[config.mk]
export PLATFORM = sky130hd
export DESIGN_NAME = fap_protect
export DESIGN_NICKNAME = d
export VERILOG_FILES = /design/src/fap_pkg.sv /design/src/fap_id_mem.sv /design/src/fap_protect.sv
export SDC_FILE = /design/constraint.sdc
export NUM_CORES = 1
export LEC_CHECK = 0
export BUFFER_PORTS_ARGS = -buffer_cell sky130_fd_sc_hd__buf_2
export CAP_MARGIN = 20
export CORE_UTILIZATION = 50
export CTS_CLUSTER_DIAMETER = 100
export DETAILED_ROUTE_END_ITERATION = 8
export PLACE_DENSITY = 0.77
export SYNTH_ARGS = -nofsm -noshare
export SYNTH_HDL_FRONTEND = slang
export SYNTH_SLANG_ARGS = --single-unit
[constraint.sdc]
create_clock -name CLK_I -period 7.8 [get_ports CLK_I]
set_input_delay 0.39 -clock CLK_I [delete_from_list [all_inputs] [get_ports CLK_I]]
set_output_delay 0.39 -clock CLK_I [all_outputs]
set_load 0.02 [all_outputs]
[src/fap_pkg.sv]
package fap_pkg;

    // Fixed flash locations of the protection settings
    localparam logic [31:0] FAP_CTRL_ADDR  = 32'hFFFFFFA0;
    localparam logic [31:0] FAP_ROM_ADDR   = 32'hFFFFFF9C;

    // Layout of the fetched settings, in fetch order
    localparam int          FAP_ID_BYTES   = 15;
    localparam int          FAP_ROM_BYTES  = 4;
    localparam logic [4:0]  FAP_IDX_ID0    = 5'h01;
    localparam logic [4:0]  FAP_IDX_ROM0   = 5'h10;
    localparam logic [4:0]  FAP_IDX_LAST   = 5'h13;
    localparam logic [3:0]  FAP_CNT_LAST   = 4'hF;

    // Setting values
    localparam logic [7:0]  FAP_LOCK_CTRL  = 8'h52;
    localparam logic [7:0]  FAP_OPEN_CTRL  = 8'hFF;
    localparam logic [7:0]  FAP_PAD_BYTE   = 8'hFF;
    localparam logic [7:0]  FAP_ROM_PROT   = 8'h00;
    localparam int          FAP_SIG_LEN    = 7;
    localparam logic [6:0][7:0] FAP_SIG    = {8'h74, 8'h63, 8'h65, 8'h74, 8'h6F, 8'h72, 8'h50};

    // Reset values
    localparam logic [31:0] FAP_ADDR_RST   = 32'h00000000;
    localparam logic [7:0]  FAP_BYTE_RST   = 8'h00;

    // Source of an authentication request
    localparam logic        FAP_SRC_BOOT   = 1'b0;
    localparam logic        FAP_SRC_DBG    = 1'b1;

    typedef enum logic [2:0]
    {
        FAP_S_FETCH = 3'b000,
        FAP_S_WAIT  = 3'b001,
        FAP_S_IDLE  = 3'b010,
        FAP_S_AUTH  = 3'b011
    } fap_state_t;

endpackage

[src/fap_id_mem.sv]
module fap_id_mem
    import fap_pkg::*;
#(
    parameter int WIDTH = 8,
    parameter int DEPTH = 16,
    parameter int AW    = 4
)
(
    // Clock and reset
    input  wire logic             clk_i,
    input  wire logic             rst_i,
    // Write port
    input  wire logic             we_i,
    input  wire logic [AW-1:0]    waddr_i,
    input  wire logic [WIDTH-1:0] wdata_i,
    // Registered read port
    input  wire logic [AW-1:0]    raddr_i,
    output logic      [WIDTH-1:0] rdata_o
);

    typedef struct packed
    {
        logic [DEPTH-1:0][WIDTH-1:0] mem;
        logic [WIDTH-1:0]            rdata;
    } fap_mem_st_t;

    fap_mem_st_t st_reg;
    fap_mem_st_t st_next;

    always_comb
    begin
        st_next = st_reg;
        st_next.rdata = st_reg.mem[raddr_i];
        if (we_i)
        begin
            st_next.mem[waddr_i] = wdata_i;
        end
    end

    always_ff @(posedge clk_i or posedge rst_i)
    begin
        if (rst_i)
        begin
            st_reg <= '0;
        end
        else
        begin
            st_reg <= st_next;
        end
    end

    assign rdata_o = st_reg.rdata;

endmodule

[src/fap_protect.sv]
module fap_protect
    import fap_pkg::*;
#(
    parameter int ADDR_W = 32
)
(
    // Clock and reset
    input  wire logic              CLK_I,
    input  wire logic              RST_I,
    // Settings fetch from flash
    output logic                   FLASH_RD_O,
    output logic [31:0]            FLASH_ADDR_O,
    input  wire logic [7:0]        FLASH_DATA_I,
    input  wire logic              FLASH_DVALID_I,
    // Start mode strap
    input  wire logic              BOOT_MODE_I,
    // ID authentication
    input  wire logic              ID_START_I,
    input  wire logic              ID_SRC_I,
    input  wire logic              ID_VALID_I,
    input  wire logic [7:0]        ID_BYTE_I,
    output logic                   AUTH_PASS_O,
    output logic                   AUTH_FAIL_O,
    output logic                   HOST_ACCESS_O,
    output logic                   DBG_ACCESS_O,
    // Parallel programmer requests
    input  wire logic              PP_REQ_I,
    output logic                   PP_GRANT_O,
    output logic                   PP_REFUSE_O,
    // Access window and self-programming
    input  wire logic              AW_SET_I,
    input  wire logic [ADDR_W-1:0] AW_START_I,
    input  wire logic [ADDR_W-1:0] AW_END_I,
    input  wire logic              AW_LOCK_I,
    input  wire logic              SP_REQ_I,
    input  wire logic [ADDR_W-1:0] SP_ADDR_I,
    output logic                   SP_GRANT_O,
    output logic                   SP_REJECT_O,
    output logic                   AW_LOCKED_O,
    // Status
    output logic                   READY_O,
    output logic                   FULL_LOCK_O
);

    typedef struct packed
    {
        fap_state_t        state;
        logic [4:0]        idx;
        logic [7:0]        ctrl;
        logic              sig_ok;
        logic              rom_zero;
        logic              ready;
        logic              full_lock;
        logic              boot;
        logic [31:0]       addr;
        logic              rd;
        logic [3:0]        cnt;
        logic              mism;
        logic              pend;
        logic [7:0]        pend_byte;
        logic              src;
        logic              host_ok;
        logic              dbg_ok;
        logic              pass;
        logic              fail;
        logic              pp_grant;
        logic              pp_refuse;
        logic [ADDR_W-1:0] aw_start;
        logic [ADDR_W-1:0] aw_end;
        logic              aw_valid;
        logic              aw_locked;
        logic              sp_grant;
        logic              sp_reject;
    } fap_st_t;

    fap_st_t    st_reg;
    fap_st_t    st_next;
    logic       mem_we;
    logic [3:0] mem_waddr;
    logic [7:0] mem_rdata;
    logic [7:0] sig_expect;
    logic [3:0] id_pos;
    logic       src_allowed;
    logic       outside;

    // Stored ID, compared one byte at a time so no wide comparator is needed
    fap_id_mem #(
        .WIDTH (8),
        .DEPTH (16),
        .AW    (4)
    ) u_id_mem (
        .clk_i   (CLK_I),
        .rst_i   (RST_I),
        .we_i    (mem_we),
        .waddr_i (mem_waddr),
        .wdata_i (FLASH_DATA_I),
        .raddr_i (st_reg.cnt),
        .rdata_o (mem_rdata)
    );

    always_comb
    begin
        id_pos     = 4'(st_reg.idx - FAP_IDX_ID0);
        mem_waddr  = id_pos;
        mem_we     = (st_reg.state == FAP_S_WAIT) && FLASH_DVALID_I
                     && (st_reg.idx >= FAP_IDX_ID0) && (st_reg.idx < FAP_IDX_ROM0);
        sig_expect = (int'(id_pos) < FAP_SIG_LEN) ? FAP_SIG[id_pos[2:0]] : FAP_PAD_BYTE;
        src_allowed = (ID_SRC_I == FAP_SRC_BOOT) ? st_reg.boot : !st_reg.boot;
        outside    = (SP_ADDR_I < st_reg.aw_start) || (SP_ADDR_I > st_reg.aw_end);
    end

    always_comb
    begin
        st_next           = st_reg;
        st_next.pass      = 1'b0;
        st_next.fail      = 1'b0;
        st_next.pp_grant  = 1'b0;
        st_next.pp_refuse = 1'b0;
        st_next.sp_grant  = 1'b0;
        st_next.sp_reject = 1'b0;
        st_next.pend      = 1'b0;

        case (st_reg.state)
            FAP_S_FETCH:
            begin
                st_next.rd = 1'b1;
                if (st_reg.idx < FAP_IDX_ROM0)
                begin
                    st_next.addr = FAP_CTRL_ADDR + 32'(st_reg.idx);
                end
                else
                begin
                    st_next.addr = FAP_ROM_ADDR + 32'(st_reg.idx - FAP_IDX_ROM0);
                end
                st_next.state = FAP_S_WAIT;
            end
            FAP_S_WAIT:
            begin
                if (FLASH_DVALID_I)
                begin
                    st_next.rd = 1'b0;
                    if (st_reg.idx == 5'h00)
                    begin
                        st_next.ctrl = FLASH_DATA_I;
                    end
                    else if (st_reg.idx < FAP_IDX_ROM0)
                    begin
                        st_next.sig_ok = st_reg.sig_ok && (FLASH_DATA_I == sig_expect);
                    end
                    else
                    begin
                        st_next.rom_zero = st_reg.rom_zero && (FLASH_DATA_I == FAP_ROM_PROT);
                    end
                    if (st_reg.idx == FAP_IDX_LAST)
                    begin
                        // Strap caught once, at the end of the fetch
                        st_next.boot      = BOOT_MODE_I;
                        st_next.ready     = 1'b1;
                        st_next.full_lock = st_reg.sig_ok && st_next.rom_zero
                                            && (st_reg.ctrl == FAP_LOCK_CTRL);
                        st_next.state     = FAP_S_IDLE;
                    end
                    else
                    begin
                        st_next.idx   = st_reg.idx + 5'h01;
                        st_next.state = FAP_S_FETCH;
                    end
                end
            end
            FAP_S_IDLE, FAP_S_AUTH:
            begin
                if (ID_START_I)
                begin
                    if (!src_allowed)
                    begin
                        st_next.fail = 1'b1;
                    end
                    else if ((st_reg.ctrl == FAP_OPEN_CTRL) && !st_reg.full_lock)
                    begin
                        st_next.pass = 1'b1;
                        st_next.host_ok = st_reg.host_ok || (ID_SRC_I == FAP_SRC_BOOT);
                        st_next.dbg_ok  = st_reg.dbg_ok || (ID_SRC_I == FAP_SRC_DBG);
                        st_next.state   = FAP_S_IDLE;
                    end
                    else
                    begin
                        // A new attempt withdraws the access of that source
                        st_next.src   = ID_SRC_I;
                        st_next.cnt   = 4'h0;
                        st_next.mism  = 1'b0;
                        st_next.state = FAP_S_AUTH;
                        if (ID_SRC_I == FAP_SRC_BOOT)
                        begin
                            st_next.host_ok = 1'b0;
                        end
                        else
                        begin
                            st_next.dbg_ok = 1'b0;
                        end
                    end
                end
                else if (st_reg.state == FAP_S_AUTH)
                begin
                    if (ID_VALID_I && (st_reg.cnt != FAP_CNT_LAST))
                    begin
                        st_next.pend      = 1'b1;
                        st_next.pend_byte = ID_BYTE_I;
                        st_next.cnt       = st_reg.cnt + 4'h1;
                    end
                    if (st_reg.pend)
                    begin
                        st_next.mism = st_reg.mism || (st_reg.pend_byte != mem_rdata);
                        if (st_reg.cnt == FAP_CNT_LAST)
                        begin
                            if (st_next.mism || st_reg.full_lock)
                            begin
                                st_next.fail = 1'b1;
                                st_next.cnt  = 4'h0;
                                st_next.mism = 1'b0;
                            end
                            else
                            begin
                                st_next.pass    = 1'b1;
                                st_next.state   = FAP_S_IDLE;
                                st_next.host_ok = st_reg.host_ok || (st_reg.src == FAP_SRC_BOOT);
                                st_next.dbg_ok  = st_reg.dbg_ok || (st_reg.src == FAP_SRC_DBG);
                            end
                        end
                    end
                end
            end
            default:
            begin
                st_next.state = FAP_S_FETCH;
            end
        endcase

        // Requests before the settings are in are refused, never let through
        if (PP_REQ_I)
        begin
            st_next.pp_refuse = !st_reg.ready || st_reg.rom_zero;
            st_next.pp_grant  = st_reg.ready && !st_reg.rom_zero;
        end

        if (st_reg.ready && AW_SET_I && (!st_reg.aw_locked || st_reg.boot))
        begin
            st_next.aw_start = AW_START_I;
            st_next.aw_end   = AW_END_I;
            st_next.aw_valid = 1'b1;
        end
        if (st_reg.ready && AW_LOCK_I)
        begin
            st_next.aw_locked = 1'b1;
        end
        if (SP_REQ_I)
        begin
            st_next.sp_reject = !st_reg.ready || (st_reg.aw_valid && outside);
            st_next.sp_grant  = st_reg.ready && !(st_reg.aw_valid && outside);
        end
    end

    always_ff @(posedge CLK_I or posedge RST_I)
    begin
        if (RST_I)
        begin
            st_reg          <= '0;
            st_reg.state    <= FAP_S_FETCH;
            st_reg.ctrl     <= FAP_BYTE_RST;
            st_reg.addr     <= FAP_ADDR_RST;
            st_reg.sig_ok   <= 1'b1;
            st_reg.rom_zero <= 1'b1;
        end
        else
        begin
            st_reg <= st_next;
        end
    end

    assign FLASH_RD_O    = st_reg.rd;
    assign FLASH_ADDR_O  = st_reg.addr;
    assign AUTH_PASS_O   = st_reg.pass;
    assign AUTH_FAIL_O   = st_reg.fail;
    assign HOST_ACCESS_O = st_reg.host_ok;
    assign DBG_ACCESS_O  = st_reg.dbg_ok;
    assign PP_GRANT_O    = st_reg.pp_grant;
    assign PP_REFUSE_O   = st_reg.pp_refuse;
    assign SP_GRANT_O    = st_reg.sp_grant;
    assign SP_REJECT_O   = st_reg.sp_reject;
    assign AW_LOCKED_O   = st_reg.aw_locked;
    assign READY_O       = st_reg.ready;
    assign FULL_LOCK_O   = st_reg.full_lock;

    property p_lock_load;
        @(posedge CLK_I) disable iff (RST_I)
        $rose(READY_O) |-> (FULL_LOCK_O == ($past(st_reg.sig_ok) && st_reg.rom_zero
                                            && (st_reg.ctrl == FAP_LOCK_CTRL)));
    endproperty
    a_lock_load: assert property (p_lock_load) else $error("Full lock load wrong");

    property p_lock_stays;
        @(posedge CLK_I) disable iff (RST_I)
        FULL_LOCK_O |=> FULL_LOCK_O && READY_O;
    endproperty
    a_lock_stays: assert property (p_lock_stays) else $error("Full lock dropped");

    property p_lock_host;
        @(posedge CLK_I) disable iff (RST_I)
        FULL_LOCK_O |-> !HOST_ACCESS_O && !AUTH_PASS_O;
    endproperty
    a_lock_host: assert property (p_lock_host) else $error("Host access under lock");

    property p_lock_dbg;
        @(posedge CLK_I) disable iff (RST_I)
        FULL_LOCK_O |-> !DBG_ACCESS_O;
    endproperty
    a_lock_dbg: assert property (p_lock_dbg) else $error("Debugger access under lock");

    property p_pp_refuse;
        @(posedge CLK_I) disable iff (RST_I)
        PP_REQ_I && st_reg.rom_zero |=> PP_REFUSE_O && !PP_GRANT_O;
    endproperty
    a_pp_refuse: assert property (p_pp_refuse) else $error("Programmer not refused");

    property p_fetch_addr;
        @(posedge CLK_I) disable iff (RST_I)
        (st_reg.state == FAP_S_WAIT) && (st_reg.idx == FAP_IDX_ROM0)
            |-> FLASH_ADDR_O == FAP_ROM_ADDR && FLASH_RD_O;
    endproperty
    a_fetch_addr: assert property (p_fetch_addr) else $error("ROM word address wrong");

    property p_host_mode;
        @(posedge CLK_I) disable iff (RST_I)
        $rose(HOST_ACCESS_O) |-> st_reg.boot && AUTH_PASS_O;
    endproperty
    a_host_mode: assert property (p_host_mode) else $error("Host granted outside boot");

    property p_dbg_mode;
        @(posedge CLK_I) disable iff (RST_I)
        $rose(DBG_ACCESS_O) |-> !st_reg.boot && AUTH_PASS_O;
    endproperty
    a_dbg_mode: assert property (p_dbg_mode) else $error("Debugger granted in boot");

    property p_window;
        @(posedge CLK_I) disable iff (RST_I)
        SP_REQ_I && st_reg.aw_valid && outside |=> SP_REJECT_O && !SP_GRANT_O;
    endproperty
    a_window: assert property (p_window) else $error("Outside write not rejected");

    property p_aw_frozen;
        @(posedge CLK_I) disable iff (RST_I)
        AW_LOCKED_O && !st_reg.boot |=> $stable(st_reg.aw_start) && $stable(st_reg.aw_end);
    endproperty
    a_aw_frozen: assert property (p_aw_frozen) else $error("Locked window changed");

    property p_aw_boot;
        @(posedge CLK_I) disable iff (RST_I)
        AW_SET_I && READY_O && st_reg.boot |=> st_reg.aw_start == $past(AW_START_I);
    endproperty
    a_aw_boot: assert property (p_aw_boot) else $error("Boot window set lost");

endmodule

After elaboration in Yosys (flattened, before gate mapping). Memories as Yosys holds them, arrays and structs flattened. Cells that the tools add are included.

Bits in registers: 279. ROM bits: 64. Input bits: 123. Memories kept: 1.

$add $sub $neg: 6. Order comparisons: 9. Eq/ne operators: 23. Mux-type cells: 56. Bitwise logic cells: 5. Reduce and logical (&&, ||, !) cells: 53.

Memories: (name not given) (words 8, width 8, read ports 1, clocked after memory_dff 0, write ports 0, RTL line fap_protect.sv:107) `sig_expect = (int'(id_pos) < FAP_SIG_LEN) ? FAP_SIG[id_pos[2:0]] : FAP_PAD_BYTE;`.

Operators by type and width (number): $bwmux 128 (1); $mux 8 (5); $mux 5 (7); $bmux 8 s4 (1); $demux 8 s4 (1); $gt 32x32->1 (1); $lt 32x32->1 (1); $mux 32 (1); $mux 14 (2); $mux 3 (8); $mux 4 (6); $mux 21 (1); $add 8x6->9 const A (2); $mux 9 (2); $ne 3x3->1 const B (6); $logic_and 1x1->1 (16); $reduce_and 4->1 (4); $mux 2 (7); $reduce_and 7->1 (2); $mux 1 (12); $logic_or 1x1->1 (10); $lt 4x5->1 const B (2); $pmux 3 s3 (1); $reduce_and 3->1 (3); other kinds (33) (50).

Longest topological paths before layout. Gate-level depths: netlist of the first run.

Depth in word-level cells: 15. Gate-level depth with buffers: 9. Depth with buffers taken out: 8.

Hierarchy. Synthesis of the first run repeated with hierarchy kept, for this count alone.

Cell total of the unflattened synthesis: 1056. Area, all modules: 13128.8 um^2.

Modules (own cells, without submodules): fap_protect (instances 1, cells each 671, area an instance 6985.4 um^2, seq. area each 2955.3 um^2); fap_id_mem (instances 1, cells each 385, area an instance 6143.4 um^2, seq. area each 3403.3 um^2).

Least setup slack after synthesis of the first run. No wires, ideal clock.

Path kind: flip-flop to flip-flop. Start: register st_reg[135] in the netlist's numbering. End: register st_reg[126] in the netlist's numbering. Setup time: 0.091 ns. Data arrival time: 2.192 ns. Setup slack: 5.517 ns. Stages on the path, launching flop included: 10. Buffers on the path: 1. Clock period less this slack: 2.283 ns. Cells stage by stage: dfrtp_1 > inv_1 > ha_1 > buf_2 > xnor2_2 > mux2i_1 > xor2_1 > o41ai_1 > nand3_1 > o31ai_1.

Word-level cells in the longest chain between the ends: 10.

Ends and longest elaborated chain: start: declaration (RTL line fap_protect.sv:76) `fap_st_t st_reg;`; start signal: assignment (RTL line fap_protect.sv:275) `st_reg <= st_next;`; $sub 4x1->4 * (RTL line fap_protect.sv:103) `id_pos = 4'(st_reg.idx - FAP_IDX_ID0);`; named net id_pos[0] (RTL line fap_protect.sv:82) `logic [3:0] id_pos;`; $mem_v2 8x8; $mux 8 (implied by the code) (RTL line fap_protect.sv:107); $mux 8 * (RTL line fap_protect.sv:107); $eq 8x8->1 * (RTL line fap_protect.sv:148) `st_next.sig_ok = st_reg.sig_ok && (FLASH_DATA_I == sig_expect);`; $logic_and 1x1->1 * (RTL line fap_protect.sv:148); $mux 1 * (RTL line fap_protect.sv:146) `else if (st_reg.idx < FAP_IDX_ROM0)`; $mux 2 * (RTL line fap_protect.sv:142) `if (st_reg.idx == 5'h00)`; $mux 2 * (RTL line fap_protect.sv:139) `if (FLASH_DVALID_I)`; $mux 2 * (RTL line fap_protect.sv:123) `case (st_reg.state)`.

The timed path passes the listed nets; every way through them passes the cells marked *. The select of a mux whose other input is x is not followed. A chain may end at the register's enable or synchronous reset.

Worst setup path in the final report of the first run. Ends and elaborated chain as after synthesis.

==> results.py, run 1 <==
metrics = {
    "power_and_ir_drop": {
        "power_frac_comb": 0.368,
        "switchingPower_mw": 1.89,
        "p_per_area_nw_per_um2": 374,
        "p_int_mw": 3.68,
        "ir_drop_v": 0.000266,
        "p_seq_frac": 0.405,
        "p_clk_frac": 0.227,
        "p_leak_nw": 6.95,
        "swShare": 0.340,
    },
    "route": {
        "drc": 0,
        "dr_total_vias": 8533,
        "drt-met1-wl_um": 12000,
        "wl_met3_um": 1730,
        "via_per_inst": 5.62,
        "wl_um": 29000,
        "wire_per_inst_um": 19.1,
        "top_layer": "met5",
        "antenna_left": 0,
        "wl_met2_um": 14300,
        "drtIter0Drc": 575,
        "firstDrtPassIters": 6,
    },
    "timing": {
        "hold_viol_final": 5,
        "skew_ps": 16.4,
        "tns_ps": 0,
        "slew_viol_final": 0,
        "fmax_mhz": 369,
        "slew_headroom": 0.349,
        "period_needed_ps": 2710,
        "fin_hold_ws_ps": -3.40,
        "period_share": 0.347,
        "rsz0062_at_grt": "no",
        "setup_viol": 0,
        "worstMarginPinSlew_ps": 972,
    },
    "cts": {
        "clk_latency_ps": 550,
        "post_cts.repair.setup_buffers": 0,
        "htreeDepth": 1,
        "path_clk_slew_ps": 60,
        "cts_tree": "done",
        "holdBufCountCts": 0,
        "clock-sinks": 254,
        "numCtsBuffers": 27,
        "clockBufferDepth": 3,
        "cts_root_buf": "clkbuf_16",
        "cts_resized": 0,
    },
    "synth": {
        "synth_nets": 1235,
        "syn-cell-area_sq_um": 13100,
        "yosys.area_share.simple": 0.0753,
        "netlist_instances": 1039,
        "synth_edf_count": 0,
        "synth_area_per_cell_sq_um": 12.6,
        "synthAdderAreaFrac": 0.0698,
        "yosys.area.top_type": "dfrtp_1",
        "ys_types": 67,
        "yosys-top-cells-count": "252 x dfrtp_1, 171 x mux2_2, 79 x inv_1",
        "synth_top_family_by_area": "multiplexers",
        "ys_async_sr_fraction": 1.00,
        "yosysWarnings": 0,
        "yosysTopAreaCellShare": 0.482,
        "synth_area_leaders": "dfrtp_1 48%, mux2_2 15%, ha_1 7.0%",
        "ys_seq_area_frac": 0.486,
        "ys_ff_latch": 254,
        "synthMuxAreaShare": 0.247,
        "synth_compound_area_frac": 0.0538,
        "yosysMostFrequentCell": "dfrtp_1",
        "synth-xor-area-share": 0.0140,
        "ys.flop_type": "dfrtp_1",
    },
    "global_route": {
        "antenna_found_initial": 3,
        "grt_pass1_wl_um": 47100,
        "overflow": 0,
        "first_global_vias": 8744,
        "grt_usage": 0.225,
        "grt_max_degree": 103,
    },
    "cells_and_area": {
        "final_nets": 1360,
        "drive_gt1_frac": 0.393,
        "n_fill_cell": 2018,
        "final_util": 0.586,
        "largest_reg_flops": 128,
        "syn2layout_area_growth_pct": 13.7,
    },
    "outcome": {
        "violations": "hold timing",
        "status": "finished with violations",
    },
    "setup_path": {
        "critPathTopFamily": "compound AO/OA/AOI/OAI gates",
        "cpMaxStageDelayCell": "dfrtp_1",
        "cp-start-kind": "register",
        "critPathMaxStageDelay_ps": 500,
        "crit_chain": "inv_1, ha_1, xnor2_2, mux2i_1, xor2_1, o41ai_1, nand3_1, o31ai_1",
        "r2r_end": "st_reg[126]$_DFFE_PP1P_",
        "cp_max_fo": 10,
        "crit_required_ps": 8250,
        "critPathBufInv": 1,
        "rrSetupSlack_ps": 5090,
        "rr_startpoint": "st_reg[135]$_DFFE_PP0P_",
        "reg2reg_depth": 8,
        "criticalPathCategory": "register to register",
        "critPathCaptureType": "register",
        "cp.arrival_ps": 3160,
    },
    "flow_run": {
        "cap_viol_max_count": 0,
    },
    "floorplan": {
        "fp.dieW_um": 164,
        "core_area_sq_um": 25400,
        "io_pins": 167,
        "chipHeight_um": 164,
        "start_util": 0.515,
        "fp-row-count": 58,
        "dieArea_sq_um": 26800,
    },
    "place": {
        "hpwl_um": 20400,
        "io_buffers": 165,
        "gp_congestion": 0.873,
    },
    "hold_path": {
        "min_path_type": "input pin to async pin",
    },
}
-- placed cells by master (no fill, tap or decap), types with 6 or more instances in the layout --
cell	instances
ha_1	73
mux4_2	40
nor2_1	24
clkinv_2	7
xor2_1	13
nor2_4	13
nand2b_1	6
mux2_2	171
nand4_1	16
nand2_1	66
o21ai_0	24
nand3_1	13
clkbuf_16	27
xnor2_1	6
inv_1	78
mux2_1	32
clkbuf_8	6
dfrtp_1	251
buf_2	165
a21oi_1	29
-- power groups by stage --
stage / sequential [mW] / combinational [mW] / clock [mW]
finish: 2.25 / 2.05 / 1.27
global route: 2.33 / 2.26 / 1.35
CTS: 2.25 / 2.06 / 1.29
detailed placement: 2.27 / 2.03 / 0
global placement: 2.23 / 1.95 / 0
floorplan: 2.15 / 1.63 / 0
-- worst max path at each step --
stage                     slack (ps)  cells after the start                       to                     from
final                           5090                      8  st_reg[126]$_DFFE_PP1P_  st_reg[135]$_DFFE_PP0P_
after global routing            4870                      8  st_reg[126]$_DFFE_PP1P_  st_reg[135]$_DFFE_PP0P_
after CTS                       5140                      8  st_reg[126]$_DFFE_PP1P_  st_reg[135]$_DFFE_PP0P_
after detailed placement        5200                      8  st_reg[126]$_DFFE_PP1P_  st_reg[135]$_DFFE_PP0P_
after global placement          5320                      8  st_reg[126]$_DFFE_PP1P_  st_reg[135]$_DFFE_PP0P_
after floorplan                  430                      1    AUTH_FAIL_O$_DFF_PP0_                    RST_I
-- per-stage QoR --
stage	area, sq um	total power, mW	hold slack, ps	cells	setup WS (ps)
after CTS	14900	5.60	9.96	1514	5140
after global routing	14900	5.94	21.3	1516	4870
after floorplan	13100	3.78	441	1039	428
after global placement	14000	4.19	448	1464	5320
final	14900	5.57	-3.40	1517	5090
after detailed placement	14000	4.30	460	1464	5200
-- cell families after synthesis --
kind of cell	count (synthesis)
compound gates	106
other cells	1
xor+xnor	20
simple gates	183
fa+ha+maj	73
mux	247
flops	254
buf+inv	155
-- metal layers --
metal,global-route usage,up-vias
met5,0,-
met4,0.0795,2
met3,0.0432,65
met2,0.393,260
met1,0.279,4292
li1,-,3914
-- final cells by class --
class / instances / area, sq um / area share
antenna: 2 / 5.00 / 0.000336
sequential: 254 / 6360 / 0.427
clock buffer: 36 / 769 / 0.0517
tap: 330 / 413 / 0.0277
clock inverter: 14 / 124 / 0.00832
timing repair buffer: 171 / 891 / 0.0598
inverter: 80 / 308 / 0.0207
multi-input combinational: 630 / 6020 / 0.404
(Power assumes the default switching activity.)
==> inputs of run 2 (changes only) <==
PLACE_DENSITY = 0.74   (was 0.77)
clock period = 2.8 ns   (was 7.8 ns; I/O delays follow)
==> run 2 against run 1 <==
The flow now finishes without violations. Setup slack got worse by 4900 ps. Wire length grew 2.4%. Register-to-register slack lost 4900 ps. Count of clock-buffer cells in the layout up 6. First-iteration DRC count decreased by 4.9%. Hold slack gained 91 ps. Largest cell class unchanged. Highest routed layer is now met4.
==> results.py, run 2 (synthesized netlist as in run 1, its figures left out) <==
metrics = {
    "outcome": {
        "status": "finished clean",
    },
    "cells_and_area": {
        "post-route-cell-area_sq_um": 15700,
        "drive_gt1_frac": 0.367,
        "final_cell_mix": "251 x dfrtp_1, 171 x mux2_2, 165 x buf_2",
        "syn2layout_area_growth_pct": 20.3,
        "final_nets": 1447,
        "largest_reg_flops": 128,
        "stdcell_count": 1603,
        "layout_commonest_cell": "dfrtp_1",
        "final_util": 0.620,
    },
    "cts": {
        "clockBufferDepth": 3,
        "path_clk_slew_ps": 60,
        "post_cts.repair.setup_buffers": 0,
        "cts_resized": 0,
        "numCtsBuffers": 28,
        "htreeDepth": 1,
        "cts_tree": "done",
        "clock-sinks": 254,
        "clk_latency_ps": 540,
        "cts_root_buf": "clkbuf_16",
    },
    "floorplan": {
        "core_area_sq_um": 25400,
        "chipHeight_um": 164,
        "dieArea_sq_um": 26800,
        "fp.dieW_um": 164,
        "fp-row-count": 58,
        "io_pins": 167,
        "start_util": 0.515,
    },
    "setup_path": {
        "r2r_end": "st_reg[126]$_DFFE_PP1P_",
        "crit_required_ps": 3250,
        "criticalPathCategory": "register to register",
        "reg2reg_depth": 8,
        "cp_max_fo": 11,
        "cp-start-kind": "register",
        "rrSetupSlack_ps": 210,
        "cp.arrival_ps": 3040,
        "rr_startpoint": "st_reg[136]$_DFFE_PP0P_",
        "critPathCaptureType": "register",
    },
    "place": {
        "io_buffers": 165,
        "placed_area_sq_um": 14100,
        "gp_congestion": 0.877,
        "dp_cells": 1472,
        "hpwl_um": 20000,
    },
    "timing": {
        "rsz0062_at_grt": "no",
        "setup_viol": 0,
        "tns_ps": 0,
        "slew_viol_final": 0,
        "period_needed_ps": 2590,
        "period_share": 0.925,
        "slew_headroom": 0.514,
        "skew_ps": 14.5,
        "fmax_mhz": 386,
        "hold_viol_final": 0,
        "worstMarginPinSlew_ps": 727,
    },
    "hold_path": {
        "min_from": "FLASH_DVALID_I",
        "min_path_cells": 6,
        "min_path_type": "input pin to register",
        "holdPathEnd": "st_reg[126]$_DFFE_PP1P_",
    },
    "route": {
        "wl_um": 29700,
        "drc": 0,
        "via_per_inst": 5.47,
        "wire_per_inst_um": 18.6,
        "drtIter0Drc": 547,
        "firstDrtPassIters": 4,
        "dr_total_vias": 8762,
        "antenna_left": 0,
    },
    "power_and_ir_drop": {
        "ir_drop_v": 0.000556,
        "p_leak_nw": 7.31,
        "p_per_area_nw_per_um2": 993,
        "power_mw": 15.6,
    },
    "global_route": {
        "grt_pass1_wl_um": 48500,
        "first_global_vias": 9254,
        "antenna_found_initial": 2,
        "grt_max_degree": 127,
        "overflow": 0,
        "grt_usage": 0.230,
    },
    "flow_run": {
        "cap_viol_max_count": 0,
    },
}
[run 2: cell count changes in the layout (fill, tap and decap cells not counted), moves of 2 or more]
cell           before  now
buf_12              0    4
buf_4               5    9
clkbuf_1            3    9
clkinv_2            7    4
clkinvlp_4          4    2
dlygate4sd3_1       0   79
[run 2: metrics by stage]
step	hold slack, ps	setup WS [ps]
finish	87.3	209
global route	121	77.0
CTS	79.4	227
detailed placement	136	237
global placement	141	386
floorplan	243	-682
[run 2: layout make-up]
| class | count | area, sq um |
|---|---|---|
| Clock buffer | 42 | 803 |
| Fill cell | 1922 | 9650 |
| Inverter | 80 | 304 |
| Multi-Input combinational cell | 630 | 6020 |
| Clock inverter | 8 | 82.6 |
| Antenna cell | 2 | 5.00 |
| Timing Repair Buffer | 257 | 1760 |
| Sequential cell | 254 | 6360 |
| Tap cell | 330 | 413 |
[run 2: power breakdown]
group	leakage (nW)	internal [mW]	switching, mW
Clock	0.433	2.07	1.44
Sequential	3.22	5.30	0.899
Combinational	3.66	3.05	2.88
Total	7.31	10.4	5.22
[run 2: per-layer routing]
layer,vias up,track usage,share of wire
met5,-,0,0
met4,0,0.0779,0.027
met3,57,0.0391,0.058
met2,241,0.390,0.49
met1,4368,0.298,0.43
li1,4096,-,-
[run 2: worst max-delay path by stage]
stage          depth (start not counted)               startpoint                      end
4_1_cts                                8  st_reg[136]$_DFFE_PP0P_  st_reg[126]$_DFFE_PP1P_
3_5_place_dp                           8  st_reg[136]$_DFFE_PP0P_  st_reg[126]$_DFFE_PP1P_
2_1_floorplan                          1                    RST_I    AUTH_FAIL_O$_DFF_PP0_
6_report                               8  st_reg[136]$_DFFE_PP0P_  st_reg[126]$_DFFE_PP1P_
3_3_place_gp                           8  st_reg[136]$_DFFE_PP0P_  st_reg[126]$_DFFE_PP1P_
5_1_grt                                8  st_reg[136]$_DFFE_PP0P_  st_reg[126]$_DFFE_PP1P_
[run 2: repair_timing]
action / CTS / global route
hold endpoints to repair: 94 / 0
hold buffers: 79 / 0
endpoints found under the setup margin: 0 / 0
[run 2: critical path: stages, from the launching register on]
cell     delay [ps]
dfrtp_1         520
inv_1           150
ha_1            370
xnor2_2         350
mux2i_1         260
xor2_1           90
o41ai_1         390
nand3_1         120
o31ai_1         240
==> inputs of run 3 (changes only) <==
RECOVER_POWER = 100   (was not set)
==> run 3 against run 2 <==
The run now ends with capacitance limit, slew limit left. Cell count did not move. Sequential share of layout area grew 0.51 points. Setup slack improved by 17 ps. Non-clock buffer count is the same. Critical path type unchanged. Largest power group unchanged.
==> results.py, run 3 (synthesized netlist as in run 1, its figures left out) <==
metrics = {
    "global_route": {
        "grt_usage": 0.230,
        "grt_pass1_wl_um": 48500,
        "first_global_vias": 9254,
        "antenna_found_initial": 2,
        "grt_max_degree": 127,
        "overflow": 0,
    },
    "timing": {
        "period_share": 0.919,
        "fmax_mhz": 389,
        "slew_headroom": -0.0187,
        "worstMarginPinSlew_ps": 1530,
        "hold_viol_final": 0,
        "setup_viol": 0,
        "worst_slack_ps": 226,
        "period_needed_ps": 2570,
        "skew_ps": 15.2,
        "slew_viol_final": 117,
        "rsz0062_at_grt": "no",
    },
    "cts": {
        "htreeDepth": 1,
        "clock-sinks": 254,
        "clockBufferDepth": 3,
        "clk_latency_ps": 540,
        "numCtsBuffers": 28,
        "cts_tree": "done",
        "cts_resized": 0,
        "cts_root_buf": "clkbuf_16",
        "path_clk_slew_ps": 60,
    },
    "flow_run": {
        "cap_viol_max_count": 1,
    },
    "place": {
        "gp_congestion": 0.877,
        "io_buffers": 165,
        "place_ws_ps": 237,
        "hpwl_um": 20000,
        "placed_area_sq_um": 14100,
    },
    "power_and_ir_drop": {
        "ir_drop_v": 0.000549,
        "p_clk_frac": 0.227,
        "power_mw": 15.5,
        "swShare": 0.332,
        "power_frac_comb": 0.373,
        "switchingPower_mw": 5.13,
        "p_seq_frac": 0.401,
        "p_int_mw": 10.3,
        "p_leak_nw": 7.20,
        "p_per_area_nw_per_um2": 995,
    },
    "setup_path": {
        "crit_required_ps": 3220,
        "r2r_end": "u_id_mem.st_reg[74]$_DFFE_PP0P_",
        "rr_startpoint": "st_reg[135]$_DFFE_PP0P_",
        "cp-start-kind": "register",
        "criticalPathCategory": "register to register",
        "reg2reg_depth": 7,
        "cp_max_fo": 9,
        "cp.arrival_ps": 2990,
        "critPathCaptureType": "register",
        "rrSetupSlack_ps": 230,
    },
    "cells_and_area": {
        "post-route-cell-area_sq_um": 15600,
        "largest_reg_flops": 128,
        "layout_commonest_cell": "dfrtp_1",
        "final_cell_mix": "251 x dfrtp_1, 171 x mux2_2, 121 x buf_2",
        "n_fill_cell": 1986,
        "final_util": 0.612,
        "drive_gt1_frac": 0.325,
        "final_nets": 1447,
        "syn2layout_area_growth_pct": 18.8,
    },
    "route": {
        "drc": 0,
        "firstDrtPassIters": 4,
        "antenna_left": 0,
        "wl_um": 29800,
        "drtIter0Drc": 522,
        "wire_per_inst_um": 18.6,
        "via_per_inst": 5.50,
        "dr_total_vias": 8824,
    },
    "floorplan": {
        "chipHeight_um": 164,
        "core_area_sq_um": 25400,
        "fp.dieW_um": 164,
        "io_pins": 167,
        "dieArea_sq_um": 26800,
        "fp-row-count": 58,
        "start_util": 0.515,
    },
    "outcome": {
        "violations": "capacitance limit, slew limit",
        "status": "finished with violations",
    },
    "hold_path": {
        "holdPathEnd": "st_reg[126]$_DFFE_PP1P_",
        "min_from": "FLASH_DVALID_I",
        "min_path_type": "input pin to register",
        "min_path_cells": 6,
    },
}
[run 3: area by class of cell]
type / count / area, sq um / area share
tap: 330 / 413 / 0.0265
multi-input combinational: 630 / 5920 / 0.381
clock inverter: 8 / 82.6 / 0.00531
timing repair buffer: 257 / 1670 / 0.107
sequential: 254 / 6360 / 0.409
antenna: 2 / 5.00 / 0.000322
clock buffer: 42 / 803 / 0.0516
inverter: 80 / 302 / 0.0194
[run 3: worst max-delay path, stage by stage (launching register included)]
cell	delay, ps
dfrtp_1	370
buf_4	160
or3_1	420
and2_4	190
nor3_1	140
a31oi_1	130
nor2_1	640
mux2_2	410
[run 3: power by group through the flow]
stage / logic, mW / registers [mW] / clock network [mW]
after floorplan: 4.54 / 6.00 / 0
after global placement: 5.59 / 6.16 / 0
after detailed placement: 5.82 / 6.24 / 0
after CTS: 5.94 / 6.19 / 3.58
after global routing: 6.38 / 6.40 / 3.74
final: 5.77 / 6.20 / 3.51
[run 3: worst max-delay path by stage]
stage | startpoint | to | slack, ps | cells after the start
after CTS | st_reg[136]$_DFFE_PP0P_ | st_reg[126]$_DFFE_PP1P_ | 230 | 8
after floorplan | RST_I | AUTH_FAIL_O$_DFF_PP0_ | -680 | 1
final | st_reg[135]$_DFFE_PP0P_ | u_id_mem.st_reg[74]$_DFFE_PP0P_ | 230 | 7
after global routing | st_reg[138]$_DFFE_PP0P_ | u_id_mem.st_reg[74]$_DFFE_PP0P_ | 60 | 7
after detailed placement | st_reg[136]$_DFFE_PP0P_ | st_reg[126]$_DFFE_PP1P_ | 240 | 8
after global placement | st_reg[136]$_DFFE_PP0P_ | st_reg[126]$_DFFE_PP1P_ | 390 | 8
[run 3: routing by layer]
metal | up-vias | track usage | wire [um]
met5 | - | 0 | 0
met3 | 59 | 0.0391 | 1690
met1 | 4423 | 0.298 | 12800
met4 | 0 | 0.0779 | 809
li1 | 4088 | - | -
met2 | 254 | 0.390 | 14400
[run 3: what timing repair did]
action                    4_1_cts  5_1_grt
hold endpoints to repair       94        0
buffers inserted                0        0
hold buffers                   79        0
[run 3: through the flow]
step | setup TNS (ps) | hold WS, ps | cells
floorplan | -171870 | 243 | 1039
global placement | 0 | 141 | 1472
detailed placement | 0 | 136 | 1472
CTS | 0 | 79.4 | 1601
global route | 0 | 121 | 1603
finish | 0 | 92.8 | 1603
